`config.mk`:
```
export PLATFORM = sky130hd
export DESIGN_NAME = lrw_top
export DESIGN_NICKNAME = d
export VERILOG_FILES = /design/src/core/lrw_pkg.sv /design/src/core/lrw_axil.sv /design/src/core/lrw_map.sv /design/src/core/lrw_top.sv
export SDC_FILE = /design/constraint.sdc
export NUM_CORES = 1
export LEC_CHECK = 0
export ABC_CLOCK_PERIOD_IN_PS = 5400
export BUFFER_PORTS_ARGS = -buffer_cell sky130_fd_sc_hd__buf_2
export CAP_MARGIN = 15
export CORE_AREA = 2 2 251 253
export DETAILED_ROUTE_END_ITERATION = 10
export DIE_AREA = 0 0 253 255
export GPL_TIMING_DRIVEN = 0
export SYNTH_ARGS = -nofsm -noshare
export SYNTH_HDL_FRONTEND = slang
export SYNTH_HIERARCHICAL = 1
export SYNTH_SLANG_ARGS = --single-unit
```
`constraint.sdc`:
```
create_clock -name clk -period 5.4 [get_ports clk]
set_input_delay 0.27 -clock clk [delete_from_list [all_inputs] [get_ports clk]]
set_output_delay 0.27 -clock clk [all_outputs]
set_load 0.05 [all_outputs]
```
`src/core/lrw_pkg.sv`:
```
// Package for the lane mapping and width negotiation block.
// Assumes a single 200 MHz core clock and an AXI4-Lite register master.
package lrw_pkg;
   localparam int MAX_LANES = 16;
   localparam int LANE_W = 8;
   localparam int CLK_MHZ = 200;
   // Settle time before a negotiated result is accepted
   localparam int SETTLE_NS = 100;
   localparam int SETTLE_CYC = (SETTLE_NS * CLK_MHZ + 999) / 1000;

   localparam logic [7:0] ADDR_CTRL = 8'h00;
   localparam logic [7:0] ADDR_PARTNER = 8'h04;
   localparam logic [7:0] ADDR_STATUS = 8'h08;
   localparam logic [7:0] ADDR_CAP = 8'h0c;

   localparam int CTRL_START = 0;
   localparam int CTRL_REV_EN = 1;
   localparam int CTRL_PARTNER_REV = 2;
   localparam int CTRL_RST_ACT_LOW = 3;
   localparam logic [31:0] CTRL_RESET = 32'h0000_0000;

   localparam logic [1:0] RESP_OKAY = 2'b00;
   localparam logic [1:0] RESP_SLVERR = 2'b10;

   typedef enum logic [4:0] {
      LRW_IDLE = 5'b00001,
      LRW_SETTLE = 5'b00010,
      LRW_UP = 5'b00100,
      LRW_FAIL = 5'b01000,
      LRW_HOLD = 5'b10000
   } lrw_state_t;

   typedef struct packed {
      logic [4:0] width;
      logic [1:0] speed;
      logic reversed;
      logic up;
      logic fail;
   } lrw_link_t;
endpackage : lrw_pkg

```
`src/core/lrw_axil.sv`:
```
// AXI4-Lite slave holding control and partner words of the lane mapper.
// Assumes one outstanding write and one outstanding read per master.
`timescale 1ns/1ps
`default_nettype none
module lrw_axil (
   input wire logic clk,
   input wire logic rst,
   input wire logic [7:0] awaddr,
   input wire logic awvalid,
   output logic awready,
   input wire logic [31:0] wdata,
   input wire logic [3:0] wstrb,
   input wire logic wvalid,
   output logic wready,
   output logic [1:0] bresp,
   output logic bvalid,
   input wire logic bready,
   input wire logic [7:0] araddr,
   input wire logic arvalid,
   output logic arready,
   output logic [31:0] rdata,
   output logic [1:0] rresp,
   output logic rvalid,
   input wire logic rready,
   output logic [31:0] ctrl_q,
   output logic [31:0] partner_q,
   output logic start_pulse,
   input wire logic [31:0] status,
   input wire logic [31:0] cap
);
   import lrw_pkg::*;
   logic aw_hold_q, w_hold_q;
   logic [7:0] aw_addr_q;
   logic [31:0] w_data_q;
   logic [3:0] w_strb_q;
   logic do_write;
   logic aw_take, w_take;

   assign aw_take = awvalid && awready;
   assign w_take = wvalid && wready;
   assign do_write = aw_hold_q && w_hold_q && !bvalid;

   // Ready flags registered from the next hold and response state
   always_ff @(posedge clk or posedge rst) begin
      if (rst) begin
         awready <= 1'b1;
         wready <= 1'b1;
      end else begin
         awready <= !do_write && !(aw_hold_q || aw_take) && !(bvalid && !bready);
         wready <= !do_write && !(w_hold_q || w_take) && !(bvalid && !bready);
      end
   end

   always_ff @(posedge clk or posedge rst) begin
      if (rst) begin
         aw_hold_q <= 1'b0;
         w_hold_q <= 1'b0;
         aw_addr_q <= 8'h00;
         w_data_q <= 32'h0000_0000;
         w_strb_q <= 4'h0;
      end else begin
         if (awvalid && awready) begin
            aw_hold_q <= 1'b1;
            aw_addr_q <= awaddr;
         end
         if (wvalid && wready) begin
            w_hold_q <= 1'b1;
            w_data_q <= wdata;
            w_strb_q <= wstrb;
         end
         if (do_write) begin
            aw_hold_q <= 1'b0;
            w_hold_q <= 1'b0;
         end
      end
   end

   function automatic logic [31:0] merge(input logic [31:0] o, input logic [31:0] n,
                                         input logic [3:0] s);
      logic [31:0] r;
      r = o;
      for (int b = 0; b < 4; b++) begin
         if (s[b]) begin
            r[b*8 +: 8] = n[b*8 +: 8];
         end
      end
      return r;
   endfunction : merge

   always_ff @(posedge clk or posedge rst) begin
      if (rst) begin
         ctrl_q <= CTRL_RESET;
         partner_q <= 32'h0000_0000;
         start_pulse <= 1'b0;
         bvalid <= 1'b0;
         bresp <= RESP_OKAY;
      end else begin
         start_pulse <= 1'b0;
         if (bvalid && bready) begin
            bvalid <= 1'b0;
         end
         if (do_write) begin
            bvalid <= 1'b1;
            bresp <= RESP_OKAY;
            case (aw_addr_q)
               ADDR_CTRL: begin
                  ctrl_q <= merge(ctrl_q, w_data_q, w_strb_q);
                  start_pulse <= w_strb_q[0] && w_data_q[CTRL_START];
               end
               ADDR_PARTNER: partner_q <= merge(partner_q, w_data_q, w_strb_q);
               ADDR_STATUS, ADDR_CAP: bresp <= RESP_SLVERR;
               default: bresp <= RESP_SLVERR;
            endcase
         end
      end
   end

   // Low while a read answer is pending
   always_ff @(posedge clk or posedge rst) begin
      if (rst) begin
         arready <= 1'b1;
      end else begin
         arready <= !(arvalid && arready) && (!rvalid || rready);
      end
   end

   always_ff @(posedge clk or posedge rst) begin
      if (rst) begin
         rvalid <= 1'b0;
         rdata <= 32'h0000_0000;
         rresp <= RESP_OKAY;
      end else if (arvalid && arready) begin
         rvalid <= 1'b1;
         rresp <= RESP_OKAY;
         case (araddr)
            ADDR_CTRL: rdata <= ctrl_q;
            ADDR_PARTNER: rdata <= partner_q;
            ADDR_STATUS: rdata <= status;
            ADDR_CAP: rdata <= cap;
            default: begin
               rdata <= 32'h0000_0000;
               rresp <= RESP_SLVERR;
            end
         endcase
      end else if (rvalid && rready) begin
         rvalid <= 1'b0;
      end
   end
endmodule : lrw_axil
`default_nettype wire

```
`src/core/lrw_map.sv`:
```
// Lane crossbar: straight or reversed mapping of lane symbols.
// Assumes the select is steady while traffic flows.
`timescale 1ns/1ps
`default_nettype none
module lrw_map #(
   parameter int LANES = 16,
   parameter int W = 8
) (
   input wire logic clk,
   input wire logic rst,
   input wire logic reverse,
   input wire logic [LANES*W-1:0] din,
   output logic [LANES*W-1:0] dout
);
   for (genvar i = 0; i < LANES; i++) begin : g_lane
      always_ff @(posedge clk or posedge rst) begin
         if (rst) begin
            dout[i*W +: W] <= '0;
         end else if (reverse) begin
            dout[i*W +: W] <= din[(LANES-1-i)*W +: W];
         end else begin
            dout[i*W +: W] <= din[i*W +: W];
         end
      end
   end
endmodule : lrw_map
`default_nettype wire

```
`src/core/lrw_top.sv`:
```
// Top of the lane reversal and width negotiation block.
// Assumes lane symbols synchronous to clk; partner capabilities are written
// into the partner register by the AXI4-Lite register master.
`timescale 1ns/1ps
`default_nettype none
module lrw_top
   import lrw_pkg::*;
#(
   parameter int LANES = lrw_pkg::MAX_LANES,
   parameter logic [1:0] MAX_SPEED = 2'd2,
   parameter bit RESET_ACTIVE_LOW = 1'b0,
   parameter bit ENDPOINT = 1'b1
) (
   input wire logic clk,
   input wire logic sys_rst,
   input wire logic [7:0] s_axil_awaddr,
   input wire logic s_axil_awvalid,
   output logic s_axil_awready,
   input wire logic [31:0] s_axil_wdata,
   input wire logic [3:0] s_axil_wstrb,
   input wire logic s_axil_wvalid,
   output logic s_axil_wready,
   output logic [1:0] s_axil_bresp,
   output logic s_axil_bvalid,
   input wire logic s_axil_bready,
   input wire logic [7:0] s_axil_araddr,
   input wire logic s_axil_arvalid,
   output logic s_axil_arready,
   output logic [31:0] s_axil_rdata,
   output logic [1:0] s_axil_rresp,
   output logic s_axil_rvalid,
   input wire logic s_axil_rready,
   input wire logic [LANES-1:0] rx_lane_seen,
   input wire logic [LANES*lrw_pkg::LANE_W-1:0] phy_rx_data,
   output logic [LANES*lrw_pkg::LANE_W-1:0] log_rx_data,
   input wire logic [LANES*lrw_pkg::LANE_W-1:0] log_tx_data,
   output logic [LANES*lrw_pkg::LANE_W-1:0] phy_tx_data,
   output lrw_pkg::lrw_link_t link_q
);
   import lrw_pkg::*;

   initial begin
      if (!(LANES == 1 || LANES == 2 || LANES == 4 || LANES == 8 || LANES == 16)) begin
         $error("LANES must be 1, 2, 4, 8 or 16");
      end
   end

   // Reset level picked at build time
   logic rst;
   assign rst = RESET_ACTIVE_LOW ? !sys_rst : sys_rst;

   logic [31:0] ctrl_q, partner_q;
   logic start_pulse;
   logic [31:0] status_w, cap_w;
   lrw_state_t state_q;
   logic [15:0] cnt_q;
   logic [4:0] width_q;
   logic [1:0] speed_q;
   logic rev_q;

   lrw_axil u_regs (
      .clk(clk),
      .rst(rst),
      .awaddr(s_axil_awaddr),
      .awvalid(s_axil_awvalid),
      .awready(s_axil_awready),
      .wdata(s_axil_wdata),
      .wstrb(s_axil_wstrb),
      .wvalid(s_axil_wvalid),
      .wready(s_axil_wready),
      .bresp(s_axil_bresp),
      .bvalid(s_axil_bvalid),
      .bready(s_axil_bready),
      .araddr(s_axil_araddr),
      .arvalid(s_axil_arvalid),
      .arready(s_axil_arready),
      .rdata(s_axil_rdata),
      .rresp(s_axil_rresp),
      .rvalid(s_axil_rvalid),
      .rready(s_axil_rready),
      .ctrl_q(ctrl_q),
      .partner_q(partner_q),
      .start_pulse(start_pulse),
      .status(status_w),
      .cap(cap_w)
   );

   // Partner word: [4:0] advertised width, [9:8] max speed
   logic [4:0] p_width;
   logic [1:0] p_speed;
   logic [4:0] own_width;
   logic [4:0] neg_width;
   logic [1:0] neg_speed;
   logic full_width;
   logic rev_allowed;
   logic lane0_straight, lane0_rev;
   logic rev_ok_width;

   assign p_width = partner_q[4:0];
   assign p_speed = partner_q[9:8];
   assign own_width = 5'(LANES);

   // Largest legal width not above the smaller of the partner's advertisement and own lane count
   function automatic logic [4:0] legal_width(input logic [4:0] w);
      if (w >= 5'd16) return 5'd16;
      else if (w >= 5'd8) return 5'd8;
      else if (w >= 5'd4) return 5'd4;
      else if (w >= 5'd2) return 5'd2;
      else return 5'd1;
   endfunction : legal_width

   assign neg_width = legal_width((p_width < own_width) ? p_width : own_width);
   assign neg_speed = (p_speed < MAX_SPEED) ? p_speed : MAX_SPEED;
   assign full_width = (neg_width == own_width);
   assign rev_ok_width = (LANES >= 4) && full_width;
   // Endpoint reversal gated by its enable and the partner's own capability
   assign rev_allowed = rev_ok_width && ctrl_q[CTRL_REV_EN]
                        && !(ENDPOINT && ctrl_q[CTRL_PARTNER_REV]);
   assign lane0_straight = rx_lane_seen[0];
   assign lane0_rev = rx_lane_seen[LANES-1];

   always_ff @(posedge clk or posedge rst) begin
      if (rst) begin
         state_q <= LRW_IDLE;
         cnt_q <= 16'h0000;
         width_q <= 5'h00;
         speed_q <= 2'h0;
         rev_q <= 1'b0;
      end else begin
         case (state_q)
            LRW_IDLE: begin
               if (start_pulse) begin
                  state_q <= LRW_SETTLE;
                  cnt_q <= 16'(SETTLE_CYC);
                  rev_q <= 1'b0;
               end
            end
            LRW_SETTLE: begin
               if (cnt_q > 16'h0001) begin
                  cnt_q <= cnt_q - 16'h0001;
               end else if (lane0_straight) begin
                  state_q <= LRW_UP;
                  width_q <= neg_width;
                  speed_q <= neg_speed;
                  rev_q <= 1'b0;
               end else if (lane0_rev && rev_allowed) begin
                  state_q <= LRW_UP;
                  width_q <= neg_width;
                  speed_q <= neg_speed;
                  rev_q <= 1'b1;
               end else begin
                  // No lane zero on lane 0, and lane zero not on the last lane or reversal not allowed
                  state_q <= LRW_FAIL;
               end
            end
            LRW_UP: begin
               if (start_pulse) begin
                  // Retraining starts from the straight map
                  state_q <= LRW_SETTLE;
                  cnt_q <= 16'(SETTLE_CYC);
                  rev_q <= 1'b0;
               end else if (!rx_lane_seen[rev_q ? LANES-1 : 0]) begin
                  state_q <= LRW_HOLD;
               end
            end
            LRW_FAIL, LRW_HOLD: begin
               if (start_pulse) begin
                  state_q <= LRW_SETTLE;
                  cnt_q <= 16'(SETTLE_CYC);
                  rev_q <= 1'b0;
               end
            end
            default: state_q <= LRW_IDLE;
         endcase
      end
   end

   always_ff @(posedge clk or posedge rst) begin
      if (rst) begin
         link_q <= '0;
      end else begin
         link_q.width <= (state_q == LRW_UP) ? width_q : 5'h00;
         link_q.speed <= speed_q;
         link_q.reversed <= rev_q && (state_q == LRW_UP);
         link_q.up <= (state_q == LRW_UP);
         link_q.fail <= (state_q == LRW_FAIL) || (state_q == LRW_HOLD);
      end
   end

   assign status_w = {17'h0_0000, state_q, 1'b0, rev_q, speed_q, 1'b0, width_q};
   assign cap_w = {22'h0, MAX_SPEED, 3'h0, own_width};

   lrw_map #(.LANES(LANES), .W(LANE_W)) u_rx_map (
      .clk(clk),
      .rst(rst),
      .reverse(rev_q),
      .din(phy_rx_data),
      .dout(log_rx_data)
   );

   lrw_map #(.LANES(LANES), .W(LANE_W)) u_tx_map (
      .clk(clk),
      .rst(rst),
      .reverse(rev_q),
      .din(log_tx_data),
      .dout(phy_tx_data)
   );
endmodule : lrw_top
`default_nettype wire

```
======== Word-level counts from Yosys, hierarchy flattened ========
Cells that the tools add are included.
word-level totals
  output and inout bits ................... 307
  register bits ........................... 447
  input bits .............................. 331
  word-level logic and storage cells ...... 220
cells by class
  equality and inequality tests ........... 16
  bitwise gates (word level) .............. 1
  reduce and logical (&&, ||, !) cells .... 55
  muxes and demuxes ....................... 75
  add/sub/neg operators ................... 1
  $lt $le $gt $ge ......................... 8
operators with widths
  cell                     number
  $mux W8                  32
  $pmux W32 S4             1
  $mux W5                  9
  $reduce_and A3 Y1        11
  $mux W16                 2
  $pmux W16 S2             1
  $logic_and A1 B1 Y1      18
  $eq A8 B3 Y1 const B     2
  $eq A8 B4 Y1 const B     2
  $gt A16 B1 Y1 const B    1
  $logic_not A8 Y1         2
  $mux W1                  16
  $mux W4                  4
  $sub A16 B1 Y16 const B  1
  $pmux W5 S3              1
  $mux W2                  6
  $reduce_bool A2 Y1       6
  $eq A5 B5 Y1 const B     2
  $logic_not A1 Y1         9
  $reduce_or A4 Y1         2
  $eq A5 B1 Y1 const B     1
  $eq A5 B2 Y1 const B     1
  $eq A5 B3 Y1 const B     1
  $eq A5 B4 Y1 const B     1
  19 further kinds         24

======== Depth between registers and ports, before layout ========
Gate-level depths: netlist (run 1).
  depth in word-level cells ............... 15
  gate-level depth with buffers ........... 7
  gate-level depth less buffers ........... 6

======== Cells and area by module ========
The synthesis (run 1) kept the hierarchy.
by module, submodules not included
  module    area each (um^2)  seq. area each (um^2)  cells an instance  times used
  lrw_map   4,825.9           3,203.1                271                2
  lrw_axil  6,406.1           3,757.4                390                1
  lrw_top   2,000.7           977.2                  189                1

======== Worst setup path after synthesis (run 1) ========
OpenSTA, ideal clock, no wires.
  path type ............................... reg2reg
  start point ............................. reg cnt_q[11]
  end point ............................... reg speed_q[0]
  stages on the path, launching flop included .. 6
  path slack .............................. 2.890 ns
  buffers on the path ..................... 1
  arrival time ............................ 2.385 ns
  period minus slack after synthesis ...... 2.510 ns
  setup time .............................. 0.125 ns
  required time ........................... 5.275 ns
  cell sequence ........................... dfrtp_1 > or4_4 > or4_4 > or4b_1 > buf_6 > mux2_4
on the way
  cells in the longest elaborated chain, start to end .. 3
RTL lines
  what                         RTL line        text
  start: declaration           lrw_top.sv:56   logic [15:0] cnt_q;
  start signal: assignment     lrw_top.sv:134  cnt_q <= 16'(SETTLE_CYC);
  start signal: assignment     lrw_top.sv:140  cnt_q <= cnt_q - 16'h0001;
  start signal: assignment     lrw_top.sv:160  cnt_q <= 16'(SETTLE_CYC);
  $gt A16 B1 Y1                lrw_top.sv:139  if (cnt_q > 16'h0001) begin
  $not A1 Y1 (no line)         --
  $reduce_and A3 Y1 (no line)  --
  end signal: assignment       lrw_top.sv:144  speed_q <= neg_speed;
  end signal: assignment       lrw_top.sv:149  speed_q <= neg_speed;
  end: declaration             lrw_top.sv:58   logic [1:0] speed_q;
Every way passes these cells.
A chain may end at the register's enable or synchronous reset.

======== Worst setup path in the final report (run 1) ========
  start point ............................. reg state_q[3]
  end point ............................... reg width_q[2]
on the way
  cells in the longest elaborated chain, start to end .. 2
RTL lines
  what                         RTL line        text
  start: declaration           lrw_top.sv:55   lrw_state_t state_q;
  start signal: assignment     lrw_top.sv:124  state_q <= LRW_IDLE;
  start signal: assignment     lrw_top.sv:133  state_q <= LRW_SETTLE;
  start signal: assignment     lrw_top.sv:142  state_q <= LRW_UP;
  $eq A5 B2 Y1                 lrw_top.sv:130  case (state_q)
  $reduce_and A3 Y1 (no line)  --
  end signal: assignment       lrw_top.sv:143  width_q <= neg_width;
  end signal: assignment       lrw_top.sv:148  width_q <= neg_width;
  end: declaration             lrw_top.sv:57   logic [4:0] width_q;
Every way passes these cells.

==> metrics.sh, run 1 <==
STATUS='completed'
FINAL_COMMON_CELL='sky130_fd_sc_hd__buf_2'
RATIO_OF_CELLS_WITH_DRIVE_ABOVE_1_IN_THE_FINAL_LAYOUT=0.504
GRT_MAX_DEGREE=100
NUMBER_OF_DRC_VIOLATIONS_AFTER_DETAILED_ROUTING_ITERATION_0=801
WORSTSETUPPATHDEPTH=7
CTS_INSERTED_BUFFERS=51
SYNTHDOMINANTCELLAREASHARE=0.611
POWER.SWITCHING_FRACTION=0.299
DRC_ERRORS=0
SHARE_SEQ_OF_TOTAL_POWER=0.431
SYNTH_CELL_TYPES=61
CRIT_BUF_INV=3
YS_TOP_CELLS_BY_AREA='sky130_fd_sc_hd__dfrtp_1 (61%), sky130_fd_sc_hd__mux2_2 (23%), sky130_fd_sc_hd__mux4_2 (4.0%), sky130_fd_sc_hd__a22o_1 (1.6%), sky130_fd_sc_hd__clkbuf_8 (1.2%)'
ROUTE.ANTENNA.REMAINING_NETS=0
WORST_SETUP_PATH_START='state_q[3]$_DFFE_PP0P_'
POWER.LEAKAGE_nW=13.4
COMBINATIONALPOWERSHARE=0.196
PLACED_AREA_UM2=22500
DRT_FIRST_PASS_ITERS=5
RRSETUPSLACK_NS=2.49
RR_STARTPOINT='state_q[3]$_DFFE_PP0P_'
TERMINATING_PIN_OF_THE_WORST_HOLD_PATH='u_rx_map/dout[92]$_DFF_PP0_'
CRITICAL_PATH_SLOWEST_STAGE_CELL='sky130_fd_sc_hd__nor3_1'
ROUTED_VIA_DENSITY=4.59
HOLD_VIOLATION_COUNT_IN_THE_FINAL_REPORT=0
FMAXACHIEVABLE_MHz=344
TOTAL_POWER_mW=9.11
NUMNETS_FINAL=2614
P_CLK_FRAC=0.373
WORSTHOLDSTART='phy_rx_data[92]'
CORE_UM2=62200
CTS_NUM_SINKS=445
GRT_OVERFLOW=0
FINALMAXSLEWVIOLATIONS=0
CTS_SETUP_BUFFERS=0
SYN-CELL-AREA_UM2=18100
MAX_SLEW.WORST_PIN.SLEW_NS=1.06
SYNTH_SEQ_CELLS=445
DRT-TOTAL-WL_MM=69.2
CRIT-REG2REG-CAPTURE='width_q[2]$_DFFE_PP0P_'
CTS_BUFFER_DEPTH=3
CRIT_FAMILY='simple AND/OR/NAND/NOR gates'
FINAL_WEIGHTED_CONGESTION_IN_ROUTABILITY_DRIVEN_PLACEMENT=0.955
SETUP-TNS-FINAL_NS=0
STD_CELL_ROWS=92
STARTING_DENSITY_OF_THE_CORE=0.291
INTERNAL_POWER_mW=6.39
DIEHEIGHT_UM=255
GR-USAGE-ALL-LAYERS=0.206
MIN_DELAY_PATH_DEPTH=2
RR_WORST_DEPTH=7
WIDTH_OF_THE_DIE_UM=253
RSZ0062_AT_GRT='false'
SKEW_NS=0.0219
ROOT_BUFFER='sky130_fd_sc_hd__clkbuf_16'
SETUP_CRIT_PATH_KIND='reg -> reg'
DESIGN.PORTCOUNT=638
CRITICAL_PATH_ARRIVAL_NS=3.36
LARGEST_FANOUT_ON_THE_CRITICAL_PATH=8
MIN_HOLD_SLACK_NS=0.0744
SYNTHESIS_TO_FINISH_AREA_GROWTH_PCT=57.7
DOMINANTREGCELLSYNTH='sky130_fd_sc_hd__dfrtp_1'
NET_SW_POWER_mW=2.72
CTS_MAX_LEVEL=2
NETLIST.TOP_CELL.BY_AREA='sky130_fd_sc_hd__dfrtp_1'
INSERTION_DELAY_NS=0.59
MIN_PATH_TYPE='in -> reg'
CTS_RESIZED=0
CP_DATA_REQUIRED_TIME_NS=5.85
YOSYS_WARNINGS=6
FIRST_GLOBAL_VIAS=15500
CP-END-KIND='register'
TIMING.FINAL.CRIT_PERIOD_NS=2.91
SYN_AVG_CELL_AREA_UM2=16.1
CLOCK_PIN_SLEW_OF_THE_REGISTERS_ON_THE_WORST_CASE_SETUP_AND_HOLD_PATHS_NS=0.06
MAX_CAP_VIOLATIONS=0
SYNTH-ASYNC-RESET-RATIO=1.00
PEAKVDDDROP_V=0.000359
MAX_SLEW_MARGIN=0.286
TIMING.CRITICAL_PATH.SLOWEST_CELL_DELAY_NS=0.71
NUMPORTBUFFERS=619
GRT_ANTENNA_BEFORE_REPAIR=25
TIMING.CRITICAL_PATH.CELLS='clkbuf_1 > nor3_1 > and3b_1 > clkbuf_1 > or4b_1 > buf_6 > mux2_4'
FINAL_MIN_PERIOD_OVER_CLOCK_PERIOD=0.539
SYNTHESIS.INSTANCES=1121
SYNTH_EDF_COUNT=0
CATEGORY_OF_THE_WORST_SETUP_PATH_LAUNCH_POINT='register'
YOSYSSEQAREASHARE=0.617
WL_PER_CELL_UM=22.1
POWERDENSITY_nW_PER_UM2=320
DPL_WIRE_LENGTH_MM=50.3
DETAILROUTE.VIA_COUNT=14400
FINAL_CELL_MIX='sky130_fd_sc_hd__buf_2 (623), sky130_fd_sc_hd__dfrtp_1 (441), sky130_fd_sc_hd__dlygate4sd3_1 (433)'
GRT_PASS1_WL_MM=98.9
CTS_TREE='built'
FINISH.INSTANCE_AREA_UM2=28500
CRIT_TOP_CELL='sky130_fd_sc_hd__clkbuf_1'
SETUP-VIOLATIONS-FINAL=0
DESIGN.DIE.AREA_UM2=64500
CTSHOLDBUFFERS=433
[cells by family (layout without fill, tap and decap cells)]
| group | Yosys count | after routing | share of synthesized area |
|---|---|---|---|
| adder cells (fa/ha/maj) | 2 | 2 | 0.00139 |
| AO/OA/AOI/OAI | 79 | 79 | 0.0322 |
| multiplexers | 410 | 410 | 0.277 |
| other | 3 | 72 | 0.000624 |
| buffers and inverters | 73 | 1222 | 0.0301 |
| XOR/XNOR | 2 | 2 | 0.000970 |
| flip-flops | 445 | 445 | 0.617 |
| AND/OR/NAND/NOR | 107 | 107 | 0.0412 |
[Yosys cell counts (4+ instances only)]
master                     number
sky130_fd_sc_hd__a21oi_1       11
sky130_fd_sc_hd__a22o_1        32
sky130_fd_sc_hd__and2_1         6
sky130_fd_sc_hd__buf_1          5
sky130_fd_sc_hd__buf_6         13
sky130_fd_sc_hd__clkbuf_1      21
sky130_fd_sc_hd__clkbuf_8      16
sky130_fd_sc_hd__dfrtp_1      441
sky130_fd_sc_hd__dfstp_2        4
sky130_fd_sc_hd__inv_1         13
sky130_fd_sc_hd__mux2_2       363
sky130_fd_sc_hd__mux2_4         7
sky130_fd_sc_hd__mux2i_1        6
sky130_fd_sc_hd__mux4_2        32
sky130_fd_sc_hd__nand2_1       12
sky130_fd_sc_hd__nand4_2        4
sky130_fd_sc_hd__nor2_1        14
sky130_fd_sc_hd__nor2b_1        8
sky130_fd_sc_hd__nor3_1         7
sky130_fd_sc_hd__nor4_1         7
sky130_fd_sc_hd__nor4_4         4
sky130_fd_sc_hd__nor4b_1        5
sky130_fd_sc_hd__o21ai_0       13
sky130_fd_sc_hd__o31ai_1        5
sky130_fd_sc_hd__or2_2          4
sky130_fd_sc_hd__or3_1          4
sky130_fd_sc_hd__or4_1          9
[power groups by stage]
| stage | Combinational [mW] | Clock, mW | Sequential (mW) |
|---|---|---|---|
| global placement | 1.47 | 0 | 3.96 |
| CTS | 1.78 | 3.49 | 3.92 |
| finish | 1.78 | 3.40 | 3.92 |
| detailed placement | 1.52 | 0 | 3.98 |
| global route | 1.90 | 3.63 | 3.97 |
| floorplan | 0.651 | 0 | 4.32 |
[cell type report]
| class | instances | area (um^2) |
|---|---|---|
| well taps | 799 | 1000 |
| flip-flops and latches | 445 | 11100 |
| repair buffers | 1057 | 7550 |
| inverters | 13 | 63.8 |
| clock inverters | 23 | 193 |
| diodes | 19 | 47.5 |
| clock buffers | 69 | 1430 |
| plain buffers | 60 | 494 |
| multi-input cells | 653 | 6560 |
| fillers | 5538 | 33700 |
[flip-flops by register name (all words and copies together), names as in the netlist]
signal              cells
u_tx_map/dout         128
u_regs/arready          1
u_regs/awready          1
width_q                 5
u_regs/wready           1
u_regs/bresp            1
u_regs/ctrl_q          32
u_regs/rdata           32
u_regs/w_data_q        32
rev_q                   1
state_q                 5
link_q                 10
u_regs/rvalid           1
u_regs/rresp            1
u_rx_map/dout         128
u_regs/w_strb_q         4
u_regs/start_pulse      1
u_regs/partner_q       32
u_regs/w_hold_q         1
u_regs/bvalid           1
cnt_q                  16
u_regs/aw_addr_q        8
speed_q                 2
u_regs/aw_hold_q        1
[worst register-to-register path, stage by stage (launching register included)]
cell and delay, ns:
sky130_fd_sc_hd__dfrtp_1 0.40, sky130_fd_sc_hd__clkbuf_1 0.21, sky130_fd_sc_hd__nor3_1 0.71, sky130_fd_sc_hd__and3b_1 0.25, sky130_fd_sc_hd__clkbuf_1 0.26, sky130_fd_sc_hd__or4b_1 0.49
sky130_fd_sc_hd__buf_6 0.17, sky130_fd_sc_hd__mux2_4 0.30
[per-stage QoR]
step | util | setup slack, ns | std cells
2_1_floorplan | - | 1.10 | 1171
3_3_place_gp | 0.359 | -0.624 | 2589
3_5_place_dp | 0.362 | 2.54 | 2594
4_1_cts | 0.457 | 2.52 | 3119
5_1_grt | 0.458 | 2.34 | 3134
6_report | 0.458 | 2.49 | 3138
[routing by layer]
layer  wire, um  part of all wire  GRT usage
met1      26600              0.38      0.240
met4       3900             0.056      0.103
met5         88            0.0013          0
met3       5400             0.078     0.0658
met2      33200              0.48      0.344
[worst max-delay path by stage]
stage,to,slack [ns]
5_1_grt,width_q[4]$_DFFE_PP0P_,2.34
4_1_cts,width_q[4]$_DFFE_PP0P_,2.52
3_5_place_dp,speed_q[0]$_DFFE_PP0P_,2.54
6_report,width_q[2]$_DFFE_PP0P_,2.49
2_1_floorplan,u_regs/aw_addr_q[0]$_DFFE_PP0P_,1.10
3_3_place_gp,u_regs/w_data_q[25]$_DFFE_PP0P_,-0.62
Note: power is estimated with default switching activity, not from simulation.
==> run 2, diff against run 1 <==
Settings changed: ABC_AREA set to 1, ABC_CLOCK_PERIOD_IN_PS 5400 to 2430, CORE_AREA 2 2 251 253 to 2 2 247 249, DIE_AREA 0 0 253 255 to 0 0 249 251.
Clock period 5.4 ns to 2.43 ns, I/O delays scaled along.
==> run 2 against run 1 <==
Compared with the run above: area after synthesis up 5.5%; non-clock buffer count up 61; critical path depth is 1 lower.
==> metrics.sh, run 2 <==
STATUS='completed'  # unchanged
HOLD_VIOLATION_COUNT_IN_THE_FINAL_REPORT=0  # unchanged
GRT_PASS1_WL_MM=129  # was 98.9 mm
LAYOUT.FILLER_CELLS=5673  # was 5,538
SYNTHESIS_TO_FINISH_AREA_GROWTH_PCT=55.9  # was 57.7%
SYNTH_SEQ_CELLS=445  # unchanged
YOSYS.CELL_COUNT.TOP_TYPE='sky130_fd_sc_hd__nand2_1'  # was sky130_fd_sc_hd__dfrtp_1
LARGEST_REGISTERS='u_rx_map/dout (128), u_tx_map/dout (128)'  # unchanged
TIMING.CRITICAL_PATH.SLOWEST_CELL_DELAY_NS=0.75  # was 0.71 ns
RRSETUPSLACK_NS=0.19  # was 2.49 ns
FINAL_WEIGHTED_CONGESTION_IN_ROUTABILITY_DRIVEN_PLACEMENT=0.969  # was 0.955
STDCELL_COUNT=4197  # was 3,138
SYNTH_TOP_FAMILY_BY_AREA='simple AND/OR/NAND/NOR gates'  # was multiplexers
FMAXACHIEVABLE_MHz=447  # was 344 MHz
TIMING.FINAL.CRIT_PERIOD_NS=2.24  # was 2.91 ns
DRT_FIRST_PASS_ITERS=5  # unchanged
ROUTED_VIA_DENSITY=4.59  # about the same
CATEGORY_OF_THE_WORST_SETUP_PATH_LAUNCH_POINT='register'  # unchanged
PLACEDCELLCOUNT=3651  # was 2,594
WIDTH_OF_THE_DIE_UM=249  # was 253 um
FINAL_CELL_MIX='sky130_fd_sc_hd__nand2_1 (1,192), sky130_fd_sc_hd__buf_2 (644), sky130_fd_sc_hd__dlygate4sd3_1 (443)'  # was sky130_fd_sc_hd__buf_2 (623), sky130_fd_sc_hd__dfrtp_1 (441), sky130_fd_sc_hd__dlygate4sd3_1 (433)
SYNTH_CELL_TYPES=38  # was 61
MULTIINPUTGATEAREA_UM2=6970  # was 6560 um^2
DRC_ERRORS=0  # unchanged
SYNTH.AREA.MUX_SHARE=0.0189  # was 0.277
CLOCK_PIN_SLEW_OF_THE_REGISTERS_ON_THE_WORST_CASE_SETUP_AND_HOLD_PATHS_NS=0.06  # about the same
SYNTHDOMINANTCELLAREASHARE=0.579  # was 0.611
YS_TOP_CELLS_BY_AREA='sky130_fd_sc_hd__dfrtp_1 (58%), sky130_fd_sc_hd__nand2_1 (23%), sky130_fd_sc_hd__nand3_1 (4.5%), sky130_fd_sc_hd__buf_6 (3.5%), sky130_fd_sc_hd__mux2_2 (1.9%)'  # was sky130_fd_sc_hd__dfrtp_1 (61%), sky130_fd_sc_hd__mux2_2 (23%), sky130_fd_sc_hd__mux4_2 (4.0%), sky130_fd_sc_hd__a22o_1 (1.6%), sky130_fd_sc_hd__clkbuf_8 (1.2%)
CRITICAL_PATH_ARRIVAL_NS=2.70  # was 3.36 ns
CRIT-REG2REG-CAPTURE='u_tx_map/dout[51]$_DFF_PP0_'  # was width_q[2]$_DFFE_PP0P_
POWERDENSITY_nW_PER_UM2=1240  # was 320 nW/um^2
CTS_NUM_SINKS=445  # unchanged
CP_DATA_REQUIRED_TIME_NS=2.89  # was 5.85 ns
DESIGN.DIE.AREA_UM2=62500  # was 64,500 um^2
SHARE_SEQ_OF_TOTAL_POWER=0.304  # was 0.431
MIN_PATH_TYPE='in -> reg'  # unchanged
NETLIST.TOP_CELL.BY_AREA='sky130_fd_sc_hd__dfrtp_1'  # unchanged
CTS_INSERTED_BUFFERS=51  # unchanged
MAX_SLEW.WORST_PIN.SLEW_NS=0.899  # was 1.06 ns
GRT_MAX_DEGREE=42  # was 100
MAX_SLEW_MARGIN=0.399  # was 0.286
CRIT_FAMILY='buffers and inverters'  # was simple AND/OR/NAND/NOR gates
NET_SW_POWER_mW=17.1  # was 2.72 mW
SYNTH-ASYNC-RESET-RATIO=1.00  # unchanged
INSERTION_DELAY_NS=0.61  # was 0.59 ns
RR_WORST_DEPTH=6  # was 7
GR-USAGE-ALL-LAYERS=0.279  # was 0.206
SYNTH_ADDER_AREA_SHARE=0.00131  # was 0.00139
TOTAL_POWER_mW=36.8  # was 9.11 mW
FINISH.INSTANCE_AREA_UM2=29700  # was 28,500 um^2
SEQUENTIAL_CELL_AREA_UM2=11100  # unchanged
TIMING.CRITICAL_PATH.CELLS='inv_2 > buf_6 > buf_6 > nand2_1 > nand2_1 > dlygate4sd3_1'  # was clkbuf_1 > nor3_1 > and3b_1 > clkbuf_1 > or4b_1 > buf_6 > mux2_4
FINAL_MIN_PERIOD_OVER_CLOCK_PERIOD=0.921  # was 0.539
SYNTH_COMPOUND_AREA_FRAC=0.0160  # was 0.0322
CTSHOLDBUFFERS=443  # was 433
DESIGN.PORTCOUNT=638  # unchanged
ROUTE.ANTENNA.REMAINING_NETS=0  # unchanged
SYNTHESIZED_AREA_FRACTION_OCCUPIED_BY_AND_OR_NAND_NOR_CELLS=0.316  # was 0.0412
SYNTH_XOR_XNOR_AREA_SHARE=0.00276  # was 0.000970
CRITICAL_PATH_SLOWEST_STAGE_CELL='sky130_fd_sc_hd__dfrtp_1'  # was sky130_fd_sc_hd__nor3_1
FINAL_COMMON_CELL='sky130_fd_sc_hd__nand2_1'  # was sky130_fd_sc_hd__buf_2
FINALMAXSLEWVIOLATIONS=0  # unchanged
CRIT_BUF_INV=4  # was 3
RSZ0062_AT_GRT='false'  # unchanged
DETAILROUTE.VIA_COUNT=19200  # was 14,400
SETUP-VIOLATIONS-FINAL=0  # unchanged
SKEW_NS=0.0274  # was 0.0219 ns
WORST_SETUP_PATH_START='rev_q$_DFFE_PP0P_'  # was state_q[3]$_DFFE_PP0P_
CTS_RESIZED=0  # unchanged
SETUP_CRIT_PATH_KIND='reg -> reg'  # unchanged
MAX_CAP_VIOLATIONS=0  # unchanged
GRT_OVERFLOW=0  # unchanged
MIN_DELAY_PATH_DEPTH=3  # was 2
YOSYS_WARNINGS=6  # unchanged
YOSYSSEQAREASHARE=0.585  # was 0.617
NUMBER_OF_DRC_VIOLATIONS_AFTER_DETAILED_ROUTING_ITERATION_0=1325  # was 801
NUMNETS_FINAL=3698  # was 2,614
DIEHEIGHT_UM=251  # was 255 um
PLACED_AREA_UM2=23500  # was 22,500 um^2
RR_STARTPOINT='rev_q$_DFFE_PP0P_'  # was state_q[3]$_DFFE_PP0P_
SYN-CELL-AREA_UM2=19100  # was 18,100 um^2
GRT_ANTENNA_BEFORE_REPAIR=12  # was 25
SYNTHESIS.INSTANCES=2188  # was 1,121
ROOT_BUFFER='sky130_fd_sc_hd__clkbuf_16'  # unchanged
INTERNAL_POWER_mW=19.6  # was 6.39 mW
SYNTH_EDF_COUNT=0  # unchanged
LARGEST_FANOUT_ON_THE_CRITICAL_PATH=10  # was 8
WORSTHOLDSTART='log_tx_data[82]'  # was phy_rx_data[92]
COMBINATIONALPOWERSHARE=0.480  # was 0.196
TERMINATING_PIN_OF_THE_WORST_HOLD_PATH='u_tx_map/dout[82]$_DFF_PP0_'  # was u_rx_map/dout[92]$_DFF_PP0_
DRT-TOTAL-WL_MM=88.8  # was 69.2 mm
CTS_BUFFER_DEPTH=3  # unchanged
UTILIZATION=0.497  # was 0.458
SETUP-TNS-FINAL_NS=0  # unchanged
CTS_MAX_LEVEL=2  # unchanged
PEAKVDDDROP_V=0.000639  # was 0.000359 V
SYN_AVG_CELL_AREA_UM2=8.71  # was 16.1 um^2
STD_CELL_ROWS=90  # was 92
WL_PER_CELL_UM=21.2  # was 22.1 um
DOMINANTREGCELLSYNTH='sky130_fd_sc_hd__dfrtp_1'  # unchanged
STARTING_DENSITY_OF_THE_CORE=0.319  # was 0.291
FIRST_GLOBAL_VIAS=19300  # was 15,500
POWER.LEAKAGE_nW=16.3  # was 13.4 nW
P_CLK_FRAC=0.216  # was 0.373
CTS_TREE='built'  # unchanged
CORE_UM2=59800  # was 62,200 um^2
POWER.SWITCHING_FRACTION=0.466  # was 0.299
NUMPORTBUFFERS=621  # was 619
DPL_WIRE_LENGTH_MM=67.3  # was 50.3 mm
CTS_SETUP_BUFFERS=0  # unchanged
CP-END-KIND='register'  # unchanged
YOSYS-TOP-CELLS-COUNT='sky130_fd_sc_hd__nand2_1 (1,192), sky130_fd_sc_hd__dfrtp_1 (441), sky130_fd_sc_hd__nand3_1 (172)'  # was sky130_fd_sc_hd__dfrtp_1 (441), sky130_fd_sc_hd__mux2_2 (363), sky130_fd_sc_hd__a22o_1 (32), sky130_fd_sc_hd__mux4_2 (32), sky130_fd_sc_hd__clkbuf_1 (21)
RATIO_OF_CELLS_WITH_DRIVE_ABOVE_1_IN_THE_FINAL_LAYOUT=0.263  # was 0.504
[run 2: how the worst max path moves through the flow]
stage	depth (start not counted)	endpoint	slack (ns)
after floorplan	1	u_regs/aw_addr_q[0]$_DFFE_PP0P_	0.42
after global routing	6	u_tx_map/dout[53]$_DFF_PP0_	0.13
final	6	u_tx_map/dout[51]$_DFF_PP0_	0.19
after CTS	6	u_tx_map/dout[52]$_DFF_PP0_	0.20
after global placement	2	u_regs/w_data_q[29]$_DFFE_PP0P_	-0.72
after detailed placement	5	u_regs/rdata[0]$_DFFE_PP0P_	0.48
[run 2: logic make-up after synthesis]
logic type               Yosys count
AND/OR/NAND/NOR                 1475
flip-flops                       445
buffers and inverters            166
AO/OA/AOI/OAI                     59
multiplexers                      32
XOR/XNOR                           6
other                              3
adder cells (fa/ha/maj)            2
[run 2: worst reg2reg max path, stage by stage (launching register included)]
cell	delay [ns]
sky130_fd_sc_hd__dfrtp_1	0.75
sky130_fd_sc_hd__inv_2	0.12
sky130_fd_sc_hd__buf_6	0.20
sky130_fd_sc_hd__buf_6	0.16
sky130_fd_sc_hd__nand2_1	0.06
sky130_fd_sc_hd__nand2_1	0.12
sky130_fd_sc_hd__dlygate4sd3_1	0.67
[run 2: power groups by stage]
stage / sequential, mW / combinational (mW) / clock [mW]
finish: 11.2 / 17.7 / 7.93
global route: 11.4 / 18.6 / 8.40
CTS: 11.2 / 17.5 / 8.07
detailed placement: 11.3 / 15.9 / 0
global placement: 11.2 / 15.9 / 0
floorplan: 16.5 / 5.50 / 0
[run 2: area by class of cell]
class / instances / area share
diodes: 9 / 0.000758
repair buffers: 1074 / 0.261
flip-flops and latches: 445 / 0.375
plain buffers: 104 / 0.0305
inverters: 62 / 0.00821
well taps: 782 / 0.0329
multi-input cells: 1627 / 0.234
clock buffers: 71 / 0.0485
clock inverters: 23 / 0.00905
[run 2: per-stage QoR]
stage          worst slack (ns)  hold WS [ns]
6_report                  0.192        0.0376
5_1_grt                   0.129        0.0264
4_1_cts                   0.198        0.0225
3_5_place_dp              0.480         0.303
3_3_place_gp             -0.724         0.321
2_1_floorplan             0.422         0.218
[run 2: per-layer routing]
| metal | track usage | part of all wire | vias to the layer above |
|---|---|---|---|
| met2 | 0.475 | 0.48 | 756 |
| met3 | 0.0457 | 0.059 | 181 |
| li1 | - | - | 9081 |
| met1 | 0.349 | 0.41 | 9230 |
| met4 | 0.128 | 0.049 | 0 |
| met5 | 0 | 0 | - |
==> run 3, diff against run 2 <==
Settings changed: ABC_CLOCK_PERIOD_IN_PS 2430 to 2100, CORE_AREA 2 2 247 249 to 2 2 248 250, DIE_AREA 0 0 249 251 to 0 0 250 252, SLEW_MARGIN set to 5.
Clock period 2.43 ns to 2.1 ns, I/O delays scaled along.
==> run 3 against run 2 <==
Compared with the run above: sequential power is 16% higher; largest power group unchanged; via count hardly changed; setup slack worse by 0.017 ns; clock power rose by 21%; critical path depth decreased by 1; global-route usage is 0.79 points lower; wire length down 1.8%; critical endpoint is now u_regs/rdata[8]$_DFFE_PP0P_; combinational power grew 13%; worst hold slack better by 0.023 ns; first-iteration DRC count grew 21%.
==> metrics.sh, run 3 (synthesis gave the netlist of run 2 again) <==
DESIGN.PORTCOUNT=638  # unchanged
POWERDENSITY_nW_PER_UM2=1440  # was 1240 nW/um^2
CRITICAL_PATH_ARRIVAL_NS=2.45  # was 2.70 ns
MIN_HOLD_SLACK_NS=0.0611  # was 0.0376 ns
HOLD_VIOLATION_COUNT_IN_THE_FINAL_REPORT=0  # unchanged
CTS_MAX_LEVEL=2  # unchanged
FINAL_COMMON_CELL='sky130_fd_sc_hd__nand2_1'  # unchanged
MIN_PATH_TYPE='in -> reg'  # unchanged
SYNTHESIS_TO_FINISH_AREA_GROWTH_PCT=55.1  # was 55.9%
DIEHEIGHT_UM=252  # was 251 um
CTS_INSERTED_BUFFERS=50  # was 51
RR_STARTPOINT='u_regs/arready$_DFF_PP1_'  # was rev_q$_DFFE_PP0P_
CTS_NUM_SINKS=445  # unchanged
DRC_ERRORS=0  # unchanged
SETUP-VIOLATIONS-FINAL=0  # unchanged
FINISH.INSTANCE_AREA_UM2=29600  # was 29,700 um^2
FIRST_GLOBAL_VIAS=19300  # about the same
PLACED_AREA_UM2=23600  # was 23,500 um^2
INSERTION_DELAY_NS=0.60  # was 0.61 ns
RATIO_OF_CELLS_WITH_DRIVE_ABOVE_1_IN_THE_FINAL_LAYOUT=0.268  # was 0.263
LARGEST_FANOUT_ON_THE_CRITICAL_PATH=10  # unchanged
TIMING.FINAL.CRIT_PERIOD_NS=1.92  # was 2.24 ns
WL_PER_CELL_UM=20.9  # was 21.2 um
STATUS='completed'  # unchanged
STARTING_DENSITY_OF_THE_CORE=0.317  # was 0.319
ROUTED_VIA_DENSITY=4.61  # was 4.59
DRT-TOTAL-WL_MM=87.2  # was 88.8 mm
PEAKVDDDROP_V=0.000776  # was 0.000639 V
DPL_WIRE_LENGTH_MM=65.7  # was 67.3 mm
CTS_TREE='built'  # unchanged
POWER.LEAKAGE_nW=16.2  # was 16.3 nW
STD_CELL_ROWS=90  # unchanged
SETUP_CRIT_PATH_KIND='reg -> reg'  # unchanged
FINAL_CELL_MIX='sky130_fd_sc_hd__nand2_1 (1,192), sky130_fd_sc_hd__buf_2 (644), sky130_fd_sc_hd__dfrtp_1 (440)'  # was sky130_fd_sc_hd__nand2_1 (1,192), sky130_fd_sc_hd__buf_2 (644), sky130_fd_sc_hd__dlygate4sd3_1 (443)
CP_DATA_REQUIRED_TIME_NS=2.63  # was 2.89 ns
MAX_SLEW.WORST_PIN.SLEW_NS=0.766  # was 0.899 ns
SKEW_NS=0.0140  # was 0.0274 ns
WIDTH_OF_THE_DIE_UM=250  # was 249 um
CP-END-KIND='register'  # unchanged
NUMNETS_FINAL=3670  # was 3,698
CLOCK_PIN_SLEW_OF_THE_REGISTERS_ON_THE_WORST_CASE_SETUP_AND_HOLD_PATHS_NS=0.06  # about the same
GR-USAGE-ALL-LAYERS=0.272  # was 0.279
WORSTHOLDSTART='rx_lane_seen[15]'  # was log_tx_data[82]
LARGEST_REGISTERS='u_rx_map/dout (128), u_tx_map/dout (128)'  # unchanged
CATEGORY_OF_THE_WORST_SETUP_PATH_LAUNCH_POINT='register'  # unchanged
GRT_MAX_DEGREE=39  # was 42
CORE_UM2=60100  # was 59,800 um^2
WORST_SETUP_PATH_START='u_regs/arready$_DFF_PP1_'  # was rev_q$_DFFE_PP0P_
GRT_PASS1_WL_MM=126  # was 129 mm
DETAILROUTE.VIA_COUNT=19200  # about the same
GRT_ANTENNA_BEFORE_REPAIR=18  # was 12
FINALMAXSLEWVIOLATIONS=0  # unchanged
FINAL_MIN_PERIOD_OVER_CLOCK_PERIOD=0.917  # was 0.921
FINAL_WEIGHTED_CONGESTION_IN_ROUTABILITY_DRIVEN_PLACEMENT=0.994  # was 0.969
NUMPORTBUFFERS=621  # unchanged
ROOT_BUFFER='sky130_fd_sc_hd__clkbuf_16'  # unchanged
DRT_FIRST_PASS_ITERS=5  # unchanged
MAX_SLEW_MARGIN=0.488  # was 0.399
ROUTE.ANTENNA.REMAINING_NETS=0  # unchanged
GRT_OVERFLOW=0  # unchanged
CTS_BUFFER_DEPTH=3  # unchanged
NUMBER_OF_DRC_VIOLATIONS_AFTER_DETAILED_ROUTING_ITERATION_0=1605  # was 1,325
FMAXACHIEVABLE_MHz=520  # was 447 MHz
DESIGN.DIE.AREA_UM2=63000  # was 62,500 um^2
RSZ0062_AT_GRT='false'  # unchanged
MAX_CAP_VIOLATIONS=0  # unchanged
## run 3: area by class of cell
cell class | instances | area [um^2]
Sequential cell | 445 | 11100
Buffer | 104 | 908
Tap cell | 782 | 978
Clock buffer | 66 | 1410
Fill cell | 5668 | 30600
Multi-Input combinational cell | 1627 | 6970
Inverter | 62 | 244
Timing Repair Buffer | 1047 | 7500
Clock inverter | 27 | 383
Antenna cell | 10 | 25.0
## run 3: final timing paths
path	end	slack (ns)	cells after the start
hold reg to reg	link_q[4]$_DFF_PP0_	0.41	0
hold / removal	state_q[2]$_DFFE_PP0P_	0.06	5
setup / recovery	u_regs/rdata[8]$_DFFE_PP0P_	0.18	5
setup reg to reg	u_regs/rdata[8]$_DFFE_PP0P_	0.18	5
min in group asynchronous	u_tx_map/dout[63]$_DFF_PP0_	0.15	3
max in group asynchronous	u_rx_map/dout[108]$_DFF_PP0_	0.90	5
## run 3: timing repair
action                                  CTS  global route
hold endpoints to repair                463             0
setup buffers                             0             0
hold buffers                            414             0
endpoints found under the setup margin    0            21
gates resized for setup                   0             3
## run 3: where the power goes
part | total (mW) | switching [mW] | internal (mW)
clock | 9.60 | 3.86 | 5.74
combinational | 20.0 | 14.2 | 5.72
sequential | 13.0 | 1.58 | 11.4
total | 42.6 | 19.7 | 22.9
## run 3: critical path, cell delays in order (launching register included)
cell and delay, ns:
sky130_fd_sc_hd__dfstp_2 0.53, sky130_fd_sc_hd__nand2_1 0.21, sky130_fd_sc_hd__inv_1 0.32, sky130_fd_sc_hd__clkbuf_1 0.38, sky130_fd_sc_hd__o21ai_0 0.28, sky130_fd_sc_hd__nand2_1 0.12
## run 3: per-stage QoR
stage	utilization	setup TNS [ns]	worst slack, ns	std cells	power (mW)
CTS	0.491	0	0.0114	4160	42.6
floorplan	-	0	0.108	2238	25.4
finish	0.492	0	0.175	4170	42.6
detailed placement	0.392	0	0.203	3653	31.3
global placement	0.388	-318.63	-1.02	3641	31.2
global route	0.491	0	0.0188	4165	44.6
## run 3: metal layers
layer | GRT usage | up-vias | share of wire
li1 | - | 9043 | -
met1 | 0.335 | 9131 | 0.40
met2 | 0.452 | 840 | 0.47
met3 | 0.0554 | 214 | 0.074
met4 | 0.140 | 4 | 0.057
met5 | 0 | - | 0.00031
